**src/common/corner_pkg.sv**
```systemverilog
// constants and types for the mesh corner auto-switching logic
// What this block does
// - protection latches are set dominant; set beats a simultaneous reset.
// - with external latching, latch outputs simply follow their inputs.
// - without external latching, latched signals hold until intertrip send drops.
// - latched signals feed corner, feeder, transformer and trip reset logic.
// - no sequence starts before protection operated, fault cleared, service permits.
// - reclose lockout wins over reclose start.
// - open disconnector wins over no disconnector operation.
// - required isolation completes before any breaker reclosure.
// - mesh breaker reclosures spaced by a settable interswitch time, nominal 5 s.
// - an inhibited ready breaker passes reclosure to another ready breaker.
// - each plant waits a settable switching delay before isolation starts.
// - isolation starts only with all reclose inhibited and interlocks met.
// - isolation ends on completion or plant operation timer expiry.
// - impossible or failed required isolation locks out reclosure.
// - feeder count 0 to 2 and transformer count 0 to 3 are settings.
// - the corner holds a text label of up to sixteen characters.
// - auto-switch in/out controls set and clear service, with indications.
// - reclose in/out controls enable and disable delayed reclosure.
// - reclose required or not required opens disconnectors; start or lockout.
// - inhibit and lockout inputs act on both mesh and LV reclosure.
// - in-progress indication covers a started sequence until completion.
// - start, inhibit, lockout outputs to mesh and LV; open requests per plant.
// - after power-up the corner starts with auto-switching out of service.
// - in service allows isolation; reclosure waits for reclose-in-service.
package corner_pkg;
   localparam int CLK_HZ = 200000000;
   localparam int TICK_MS = 1;
   // clocks per millisecond tick
   localparam int TICK_CYCLES = CLK_HZ / 1000 * TICK_MS;
   localparam int TICK_W = 18;
   localparam int TIME_W = 16;
   localparam int INTERSWITCH_MS = 5000;
   localparam int N_LINES = 2;
   localparam int N_TFMRS = 3;
   localparam int LABEL_CHARS = 16;
   localparam logic [TIME_W-1:0] RST_TIME = 16'h0000;
   typedef enum logic [1:0] {mode_idle, mode_wait, mode_isolate, mode_reclose} seq_t;
endpackage : corner_pkg

```
**src/rtl/ms_timer.sv**
```systemverilog
// millisecond down-counter driven by the common tick
`timescale 1ns/100ps
module ms_timer
   import corner_pkg::*;
(
   // clock and reset
   input wire logic clk,
   input wire logic rst,
   // control
   input wire logic tick,
   input wire logic load,
   input wire logic [TIME_W-1:0] load_val,
   // status
   output logic expired
);
   logic [TIME_W-1:0] cnt_ff;
   logic [TIME_W-1:0] nxt_cnt;
   // load wins, else count down on each tick, holding at zero
   assign nxt_cnt = load ? load_val :
                    (tick && cnt_ff != RST_TIME) ? cnt_ff - 16'h0001 : cnt_ff;
   // flag from the count only, so load may depend on it without a loop
   assign expired = (cnt_ff == RST_TIME);
   always_ff @(posedge clk) begin
      if (rst) cnt_ff <= RST_TIME;
      else cnt_ff <= nxt_cnt;
   end
endmodule : ms_timer

```
**src/rtl/corner_logic.sv**
```systemverilog
// mesh corner scheme logic: latches, service state, sequencing
`timescale 1ns/100ps
module corner_logic
   import corner_pkg::*;
(
   // clock and reset
   input wire logic clk,
   input wire logic rst,
   // settings
   input wire logic ext_latched,
   input wire logic [1:0] feeder_count,
   input wire logic [1:0] tfmr_count,
   input wire logic [TIME_W-1:0] interswitch_ms,
   input wire logic [TIME_W-1:0] switch_delay_ms,
   input wire logic [TIME_W-1:0] plant_op_ms,
   input wire logic [8*LABEL_CHARS-1:0] label_in,
   input wire logic label_wr,
   // protection inputs (pins)
   input wire logic intertrip_send,
   input wire logic [1:0] line_reclose_req,
   input wire logic [1:0] line_reclose_not_req,
   input wire logic [2:0] tfmr_reclose_not_req,
   input wire logic corner_fault_reclose_required,
   input wire logic corner_fault_reclose_not_required,
   input wire logic breaker_failure,
   input wire logic [1:0] backup_trip,
   input wire logic fault_cleared,
   // control pulses (pins)
   input wire logic auto_in_cmd,
   input wire logic auto_out_cmd,
   input wire logic reclose_in_cmd,
   input wire logic reclose_out_cmd,
   // status inputs (pins)
   input wire logic inhibit_reclose_in,
   input wire logic lockout_reclose_in,
   // plant status from functions
   input wire logic [1:0] line_closed,
   input wire logic [2:0] tfmr_closed,
   input wire logic remote_inhibited,
   input wire logic interlock_ok,
   input wire logic [1:0] cb_ready,
   input wire logic [1:0] cb_inhibited,
   // latched protection outputs
   output logic [1:0] line_reclose_req_lat,
   output logic [1:0] line_reclose_not_req_lat,
   output logic [2:0] tfmr_reclose_not_req_lat,
   output logic corner_req_lat,
   output logic corner_not_req_lat,
   output logic breaker_failure_lat,
   output logic [1:0] backup_trip_lat,
   // indications
   output logic auto_in_service,
   output logic auto_out_of_service,
   output logic reclose_in_service,
   output logic auto_in_progress,
   output logic [8*LABEL_CHARS-1:0] label,
   // reclose outputs
   output logic [1:0] hv_start,
   output logic hv_inhibit,
   output logic hv_lockout,
   output logic lv_start,
   output logic lv_inhibit,
   output logic lv_lockout,
   // isolation requests
   output logic [1:0] open_line_req,
   output logic [2:0] open_tfmr_req
);
   ////////////////////////////////////////////////////////////////////////
   // pin synchronisers: three stages, change accepted when 2 and 3 agree
   localparam int NSYNC = 21;
   logic [NSYNC-1:0] raw;
   logic [NSYNC-1:0] s1_ff, s2_ff, s3_ff, clean_ff;
   logic [NSYNC-1:0] nxt_clean;
   assign raw = {intertrip_send, line_reclose_req, line_reclose_not_req, tfmr_reclose_not_req,
                 corner_fault_reclose_required, corner_fault_reclose_not_required,
                 breaker_failure, backup_trip, fault_cleared, auto_in_cmd, auto_out_cmd,
                 reclose_in_cmd, reclose_out_cmd, inhibit_reclose_in, lockout_reclose_in,
                 ext_latched};
   assign nxt_clean = (s2_ff & s3_ff) | (clean_ff & (s2_ff | s3_ff));
   always_ff @(posedge clk) begin
      if (rst) begin
         s1_ff <= '0;
         s2_ff <= '0;
         s3_ff <= '0;
         clean_ff <= '0;
      end else begin
         s1_ff <= raw;
         s2_ff <= s1_ff;
         s3_ff <= s2_ff;
         clean_ff <= nxt_clean;
      end
   end
   wire c_ext = clean_ff[0];
   wire c_lock = clean_ff[1];
   wire c_inh = clean_ff[2];
   wire c_rout = clean_ff[3];
   wire c_rin = clean_ff[4];
   wire c_aout = clean_ff[5];
   wire c_ain = clean_ff[6];
   wire c_clr = clean_ff[7];
   wire c_its = clean_ff[20];

   ////////////////////////////////////////////////////////////////////////
   // protection latches, set dominant
   // order: line req(2) line notreq(2) tfmr(3) mcf req, mcf notreq, bf, bu(2)
   logic [11:0] set_vec;
   logic [11:0] lat_ff;
   logic [11:0] nxt_lat;
   assign set_vec = {clean_ff[19:18], clean_ff[17:16], clean_ff[15:13], clean_ff[12],
                     clean_ff[11], clean_ff[10], clean_ff[9:8]};
   // external latching: follow input; else hold until intertrip send resets
   assign nxt_lat = c_ext ? set_vec
                          : (set_vec | (lat_ff & {12{c_its}}));
   always_ff @(posedge clk) begin
      if (rst) lat_ff <= '0;
      else lat_ff <= nxt_lat;
   end
   // latched signals leave the block for plant and trip reset logic
   assign line_reclose_req_lat = lat_ff[11:10];
   assign line_reclose_not_req_lat = lat_ff[9:8];
   assign tfmr_reclose_not_req_lat = lat_ff[7:5];
   assign corner_req_lat = lat_ff[4];
   assign corner_not_req_lat = lat_ff[3];
   assign breaker_failure_lat = lat_ff[2];
   assign backup_trip_lat = lat_ff[1:0];

   ////////////////////////////////////////////////////////////////////////
   // service state from rising edges of control pulses
   logic [3:0] ctl_d_ff;
   wire [3:0] ctl_now = {c_ain, c_aout, c_rin, c_rout};
   wire [3:0] ctl_rise = ctl_now & ~ctl_d_ff;
   logic auto_ff, rcl_ff;
   logic nxt_auto, nxt_rcl;
   // out wins over in if both rise together
   assign nxt_auto = ctl_rise[2] ? 1'b0 : (ctl_rise[3] ? 1'b1 : auto_ff);
   assign nxt_rcl = (ctl_rise[0] || !nxt_auto) ? 1'b0 :
                    (ctl_rise[1] ? 1'b1 : rcl_ff);
   always_ff @(posedge clk) begin
      if (rst) begin
         ctl_d_ff <= '0;
         auto_ff <= 1'b0;
         rcl_ff <= 1'b0;
      end else begin
         ctl_d_ff <= ctl_now;
         auto_ff <= nxt_auto;
         rcl_ff <= nxt_rcl;
      end
   end
   assign auto_in_service = auto_ff;
   assign auto_out_of_service = !auto_ff;
   assign reclose_in_service = rcl_ff;

   ////////////////////////////////////////////////////////////////////////
   // label and plant count settings
   logic [8*LABEL_CHARS-1:0] label_ff;
   always_ff @(posedge clk) begin
      if (rst) label_ff <= '0;
      else if (label_wr) label_ff <= label_in;
   end
   assign label = label_ff;
   wire [1:0] line_en = {feeder_count >= 2'h2, feeder_count >= 2'h1};
   wire [2:0] tfmr_en = {tfmr_count >= 2'h3, tfmr_count >= 2'h2, tfmr_count >= 2'h1};

   ////////////////////////////////////////////////////////////////////////
   // common millisecond tick
   logic [TICK_W-1:0] tick_cnt_ff;
   wire tick = (tick_cnt_ff == TICK_W'(TICK_CYCLES - 1));
   always_ff @(posedge clk) begin
      if (rst) tick_cnt_ff <= '0;
      else tick_cnt_ff <= tick ? '0 : tick_cnt_ff + 1'b1;
   end

   ////////////////////////////////////////////////////////////////////////
   // sequence controller
   seq_t st_ff, nxt_st;
   logic fail_ff, nxt_fail;
   logic [1:0] iso_ff, nxt_iso_l;
   logic [2:0] isot_ff, nxt_iso_t;
   logic tmr_load;
   logic [TIME_W-1:0] tmr_val;
   logic tmr_exp;
   ms_timer u_seq_tmr (
      .clk(clk),
      .rst(rst),
      .tick(tick),
      .load(tmr_load),
      .load_val(tmr_val),
      .expired(tmr_exp)
   );
   // fault trigger: protection operated and fault cleared
   wire fault_any = corner_req_lat | corner_not_req_lat;
   wire trigger = fault_any && c_clr && auto_ff;
   wire [1:0] line_need = line_closed & line_en;
   wire [2:0] tfmr_need = tfmr_closed & tfmr_en;
   wire need_iso = |line_need || |tfmr_need;
   wire iso_done = !(|(line_closed & iso_ff)) && !(|(tfmr_closed & isot_ff));
   wire c_inh_all = remote_inhibited && (st_ff == mode_isolate);
   wire iso_gate = c_inh_all && interlock_ok;
   // reclose only for required faults, with reclose in service and no failed isolation
   wire want_reclose = corner_req_lat && !corner_not_req_lat && rcl_ff && !fail_ff;

   always_comb begin
      nxt_st = st_ff;
      nxt_fail = fail_ff;
      nxt_iso_l = iso_ff;
      nxt_iso_t = isot_ff;
      tmr_load = 1'b0;
      tmr_val = switch_delay_ms;
      unique case (st_ff)
         mode_idle: begin
            if (trigger) begin
               nxt_fail = 1'b0;
               tmr_load = 1'b1;
               nxt_iso_l = line_need;
               nxt_iso_t = tfmr_need;
               nxt_st = need_iso ? mode_wait : mode_reclose;
            end
         end
         mode_wait: begin
            if (!auto_ff) nxt_st = mode_idle;
            else if (tmr_exp) begin
               tmr_load = 1'b1;
               tmr_val = plant_op_ms;
               nxt_st = mode_isolate;
            end
         end
         mode_isolate: begin
            if (!auto_ff) nxt_st = mode_idle;
            else if (iso_done) nxt_st = mode_reclose;
            else if (tmr_exp) begin
               nxt_fail = 1'b1;
               nxt_st = mode_reclose;
            end
         end
         mode_reclose: begin
            if (!fault_any || !auto_ff) nxt_st = mode_idle;
         end
      endcase
   end
   always_ff @(posedge clk) begin
      if (rst) begin
         st_ff <= mode_idle;
         fail_ff <= 1'b0;
         iso_ff <= '0;
         isot_ff <= '0;
      end else begin
         st_ff <= nxt_st;
         fail_ff <= nxt_fail;
         iso_ff <= nxt_iso_l;
         isot_ff <= nxt_iso_t;
      end
   end

   ////////////////////////////////////////////////////////////////////////
   // interswitch spacing and breaker selection
   logic [1:0] start_ff, nxt_start;
   logic is_load;
   logic is_exp;
   ms_timer u_is_tmr (
      .clk(clk),
      .rst(rst),
      .tick(tick),
      .load(is_load),
      .load_val(interswitch_ms),
      .expired(is_exp)
   );
   wire lockout_all = c_lock || corner_not_req_lat || fail_ff || !rcl_ff;
   wire [1:0] avail = cb_ready & ~cb_inhibited & ~start_ff;
   // first available breaker; inhibited one yields to the next
   wire [1:0] pick = avail[0] ? 2'b01 : (avail[1] ? 2'b10 : 2'b00);
   wire may_start = (st_ff == mode_reclose) && want_reclose && !lockout_all && !c_inh
                    && is_exp;
   assign is_load = may_start && (pick != 2'b00);
   assign nxt_start = (st_ff == mode_reclose && !lockout_all) ? (start_ff | (may_start ?
                      pick : 2'b00)) : 2'b00;
   always_ff @(posedge clk) begin
      if (rst) start_ff <= '0;
      else start_ff <= nxt_start;
   end

   ////////////////////////////////////////////////////////////////////////
   // outputs to breakers, LV reclose device and plant functions
   logic [7:0] out_ff;
   wire in_seq = (st_ff == mode_wait) || (st_ff == mode_isolate);
   wire lv_go = (st_ff == mode_reclose) && want_reclose && !lockout_all;
   wire [4:0] open_now = in_seq ? {isot_ff, iso_ff} : 5'h00;
   // lockout input acts at once; a start never stands beside a lockout
   wire hv_lock = c_lock || (lockout_all && fault_any);
   wire hv_free = !lockout_all && !c_lock;
   always_ff @(posedge clk) begin
      if (rst) out_ff <= '0;
      else out_ff <= {st_ff != mode_idle, start_ff & {2{hv_free}}, c_inh || in_seq, hv_lock,
                      lv_go && !c_inh && !c_lock, c_inh || in_seq, hv_lock};
   end
   logic [4:0] open_ff;
   // open requests only once reclosure is inhibited and interlocks met
   always_ff @(posedge clk) begin
      if (rst) open_ff <= '0;
      else open_ff <= iso_gate ? open_now : 5'h00;
   end
   assign auto_in_progress = out_ff[7];
   assign hv_start = out_ff[6:5];
   assign hv_inhibit = out_ff[4];
   assign hv_lockout = out_ff[3];
   assign lv_start = out_ff[2];
   assign lv_inhibit = out_ff[1];
   assign lv_lockout = out_ff[0];
   assign open_line_req = open_ff[1:0];
   assign open_tfmr_req = open_ff[4:2];
endmodule : corner_logic

```
**config.mk**
```make
export PLATFORM = sky130hd
export DESIGN_NAME = corner_logic
export DESIGN_NICKNAME = d
export VERILOG_FILES = /design/src/common/corner_pkg.sv /design/src/rtl/ms_timer.sv /design/src/rtl/corner_logic.sv
export SDC_FILE = /design/constraint.sdc
export NUM_CORES = 1
export LEC_CHECK = 0
export ABC_AREA = 1
export BUFFER_PORTS_ARGS = -buffer_cell sky130_fd_sc_hd__buf_2
export CAP_MARGIN = 20
export CORE_ASPECT_RATIO = 0.8
export CORE_MARGIN = 2
export CORE_UTILIZATION = 43
export CTS_BUF_LIST = sky130_fd_sc_hd__clkbuf_8 sky130_fd_sc_hd__clkbuf_16
export DETAILED_ROUTE_END_ITERATION = 10
export GPL_ROUTABILITY_DRIVEN = 0
export GPL_TIMING_DRIVEN = 0
export PLACE_DENSITY = 0.65
export SETUP_SLACK_MARGIN = 0.5
export SLEW_MARGIN = 25
export SYNTH_ARGS = -nofsm -noshare
export SYNTH_HDL_FRONTEND = slang
export SYNTH_HIERARCHICAL = 1
export SYNTH_SLANG_ARGS = --single-unit
```
**constraint.sdc**
```tcl
create_clock -name clk -period 5.8 [get_ports clk]
set_input_delay 0.87 -clock clk [delete_from_list [all_inputs] [get_ports clk]]
set_output_delay 0.87 -clock clk [all_outputs]
set_load 0.03 [all_outputs]
```
==> run_results.csv <==
group,metric,value,unit
outcome,status,"complete, no violations",
grt,antenna_found_initial,4,
routing,drtIter0Drc,834,
clocking,clock_latency,0.56,ns
worst_setup_path,rrSetupSlack,2.22,ns
pwr,total_power,4.73,mW
yosys,synth_area,0.0120,mm2
yosys,synth_top_area_share,50.3,%
grt,grt_pass1_wl,55.4,mm
die,die_y,153,um
layout,area_delta_synth_final,27.4,%
clocking,clock-root-buffer,"clkbuf_16",
routing,wire_per_inst,14.6,um
pwr,power_density,310,mW/mm2
die,rows,54,
worst_hold_path,min_to,"s2_ff[20]",
worst_hold_path,worstHoldStart,"s1_ff[20]",
clocking,holdBufCountCts,0,
die,initial_core_util,43.9,%
timing,period_minus_slack,3.58,ns
die,io_pins,371,
worst_setup_path,r2r_cells,16,
yosys,yosys-top-cells-area,"dfxtp_1 50%, nor2_1 14%, o21ai_0 7.2%",
pwr,worst_ir_drop_vdd,0.000218,V
yosys,synth-seq-area-share,50.3,%
clocking,htree_levels,1,
timing,setup_tns,0,ns
grt,grt_overflow,0,
layout,fill_cells,2617,
clocking,clock_path_buffers,3,
worst_setup_path,cp_max_fo,10,
worst_setup_path,cp.arrival,4.03,ns
routing,dr.pass1.iters,5,
yosys,yosysWarnings,6,
worst_setup_path,timing.rr.end,"u_is_tmr/cnt_ff[12]",
grt,grt_max_degree,17,
worst_setup_path,r2r-start,"u_is_tmr/cnt_ff[0]",
worst_setup_path,cp-start-kind,"flip-flop",
die,die-area,0.0292,mm2
routing,routed_via_density,4.78,
worst_setup_path,crit_required,6.25,ns
worst_hold_path,hold-path-cell-count,2,
routing,wirelength,34.9,mm
place,portBuffers,368,
yosys,ys_types,39,
layout,final_cell_mix,"453 x nor2_1, 394 x buf_2, 301 x dfxtp_1",
timing,fmax,0.280,GHz
worst_setup_path,crit_path_end_kind,"flip-flop",
clocking,post_cts_buffers,0,
timing,fin_worst_skew,0.00910,ns
layout,final_common_cell,"nor2_1",
clocking,cts_resized,0,
grt,grt.total_usage,23.4,%
worst_setup_path,crit_type,"reg -> reg",
yosys,synth_largest_area_cell,"dfxtp_1",
routing,drcViolationCount,0,
routing,vias,11400,
yosys,syn_nets,1826,
yosys,syn_avg_cell_area,7.47,um2
timing,relSlewSlack,54.0,%
die,core,0.0273,mm2
worst_hold_path,min_path_type,"reg -> reg",
yosys,syn_inst,1603,
timing,grt_setup_unrepaired,"no",
clocking,clk_pin_slew,0.06,ns
die,die_x,191,um
place,place_hpwl,26.6,mm
job,drv_cap,0,
clocking,cts_tree,"done",
timing,finalHoldViolations,0,
timing,timing.final.crit_share,61.7,%
layout,final_nets,2227,
timing,setup_viol,0,
clocking,clock_sinks,301,
timing,slew_violations,0,
layout,final_layout_size_suffix_gt1_share,25.4,%
grt,grt_pass1_vias,10800,
timing,worstMarginPinSlew,0.685,ns
pwr,leakagePower,7.39,nW
routing,ant_nets,0,
yosys,synth_seq_cells,301,
layout,utilization,55.9,%
clocking,cts_made_buffers,31,
-- Yosys cell counts --
cell type  number
ha_1            8
nor4_1          2
clkinv_1        4
buf_4           4
inv_2           3
nand2_2         6
inv_1         164
mux2_2         16
or2_2           3
dfxtp_1       301
and3_1          1
a21boi_0        1
or2_0           1
nand4_1        12
nand3_2         5
o21ai_0       172
nor2_2         10
o21bai_1        1
a211oi_1        2
a21oi_2         2
nand3b_1       11
nor3_1         11
nand2_1       195
xnor2_1         6
nand3_1        37
nand2_4         8
nor2_1        453
o21ai_2         2
o21a_1          2
a21oi_1        67
xor2_1         12
buf_2          26
o22ai_1         2
nor3_2          4
nor3_4          1
clkbuf_1       36
o21ai_1         3
nor2_4          5
buf_6           4
-- power breakdown --
| group | internal, mW | total, mW | switching [mW] |
|---|---|---|---|
| registers | 2.16 | 2.21 | 0.0501 |
| clock network | 1.10 | 1.92 | 0.818 |
| logic | 0.203 | 0.594 | 0.391 |
| total | 3.47 | 4.73 | 1.26 |
-- registers in the layout (all words and copies together) (netlist names) --
register            count
label                 128
clean_ff               21
s1_ff                  21
s2_ff                  21
s3_ff                  21
tick_cnt_ff            18
u_is_tmr/cnt_ff        16
u_seq_tmr/cnt_ff       16
lat_ff                 12
out_ff                  6
open_ff                 5
ctl_d_ff                4
isot_ff                 3
iso_ff                  2
st_ff                   2
start_ff                2
auto_in_service         1
fail_ff                 1
reclose_in_service      1
-- cells by family (layout without fill, tap and decap cells) --
group           Yosys count  in the layout  synth area share (%)
buf+inv                 241            658                  8.20
flops                   301            301                  50.3
simple gates            765            765                  26.9
compound gates          254            254                  10.9
fa+ha+maj                 8              8                 0.836
xor+xnor                 18             18                  1.32
other cells               0              3                     0
mux                      16             16                  1.50
-- layout make-up --
cell class	count	area [um2]	area share, %
antenna	3	7.51	0.0492
buffer	70	340	2.23
clock buffer	35	831	5.45
clock inverter	14	136	0.894
inverter	171	642	4.21
multi-input combinational	1061	4970	32.6
sequential	301	6030	39.5
tap	364	455	2.99
timing repair buffer	368	1840	12.1
-- stage by stage --
stage	std cells	worst slack (ns)	instance area, um2	hold slack (ns)
after CTS	2384	2.15	15200	0.401
after detailed placement	2335	2.17	14300	0.392
after floorplan	1603	3.06	12000	0.388
after global routing	2387	1.94	15300	0.416
final	2387	2.22	15300	0.399
after global placement	2335	2.22	14300	0.392
-- critical path: stages, from the launching register on --
cell and delay [ns]:
dfxtp_1 0.32, inv_1 0.11, ha_1 0.36, nand4_1 0.17, nor3_1 0.16, nand2_1 0.09, nor3_1 0.31, nand3_1 0.13
nor2_1 0.22, nand4_1 0.15, nand2_1 0.30, clkinv_1 0.38, clkbuf_1 0.33, nor2_1 0.22, nor2_1 0.06, o21ai_0 0.10
nor2_1 0.06
-- per-layer routing --
metal  global-route usage [%]  routed length, um  up-vias
met5                        0                 11        -
met4                     7.05                875        2
met3                     5.97               2700       63
met2                     37.5              15700      368
met1                     31.1              15600     5153
li1                         -                  -     5825
-- how the worst max path moves through the flow --
stage | from | endpoint | slack [ns] | cells after the start
6_report | u_is_tmr/cnt_ff[0] | u_is_tmr/cnt_ff[12] | 2.22 | 16
5_1_grt | u_is_tmr/cnt_ff[0] | u_is_tmr/cnt_ff[12] | 1.94 | 16
2_1_floorplan | u_seq_tmr/cnt_ff[0] | u_seq_tmr/cnt_ff[6] | 3.06 | 13
3_3_place_gp | u_seq_tmr/cnt_ff[0] | u_seq_tmr/cnt_ff[6] | 2.22 | 13
4_1_cts | u_seq_tmr/cnt_ff[0] | u_seq_tmr/cnt_ff[5] | 2.15 | 13
3_5_place_dp | u_seq_tmr/cnt_ff[0] | u_seq_tmr/cnt_ff[12] | 2.17 | 15
Note: power is estimated with default switching activity, not from simulation.
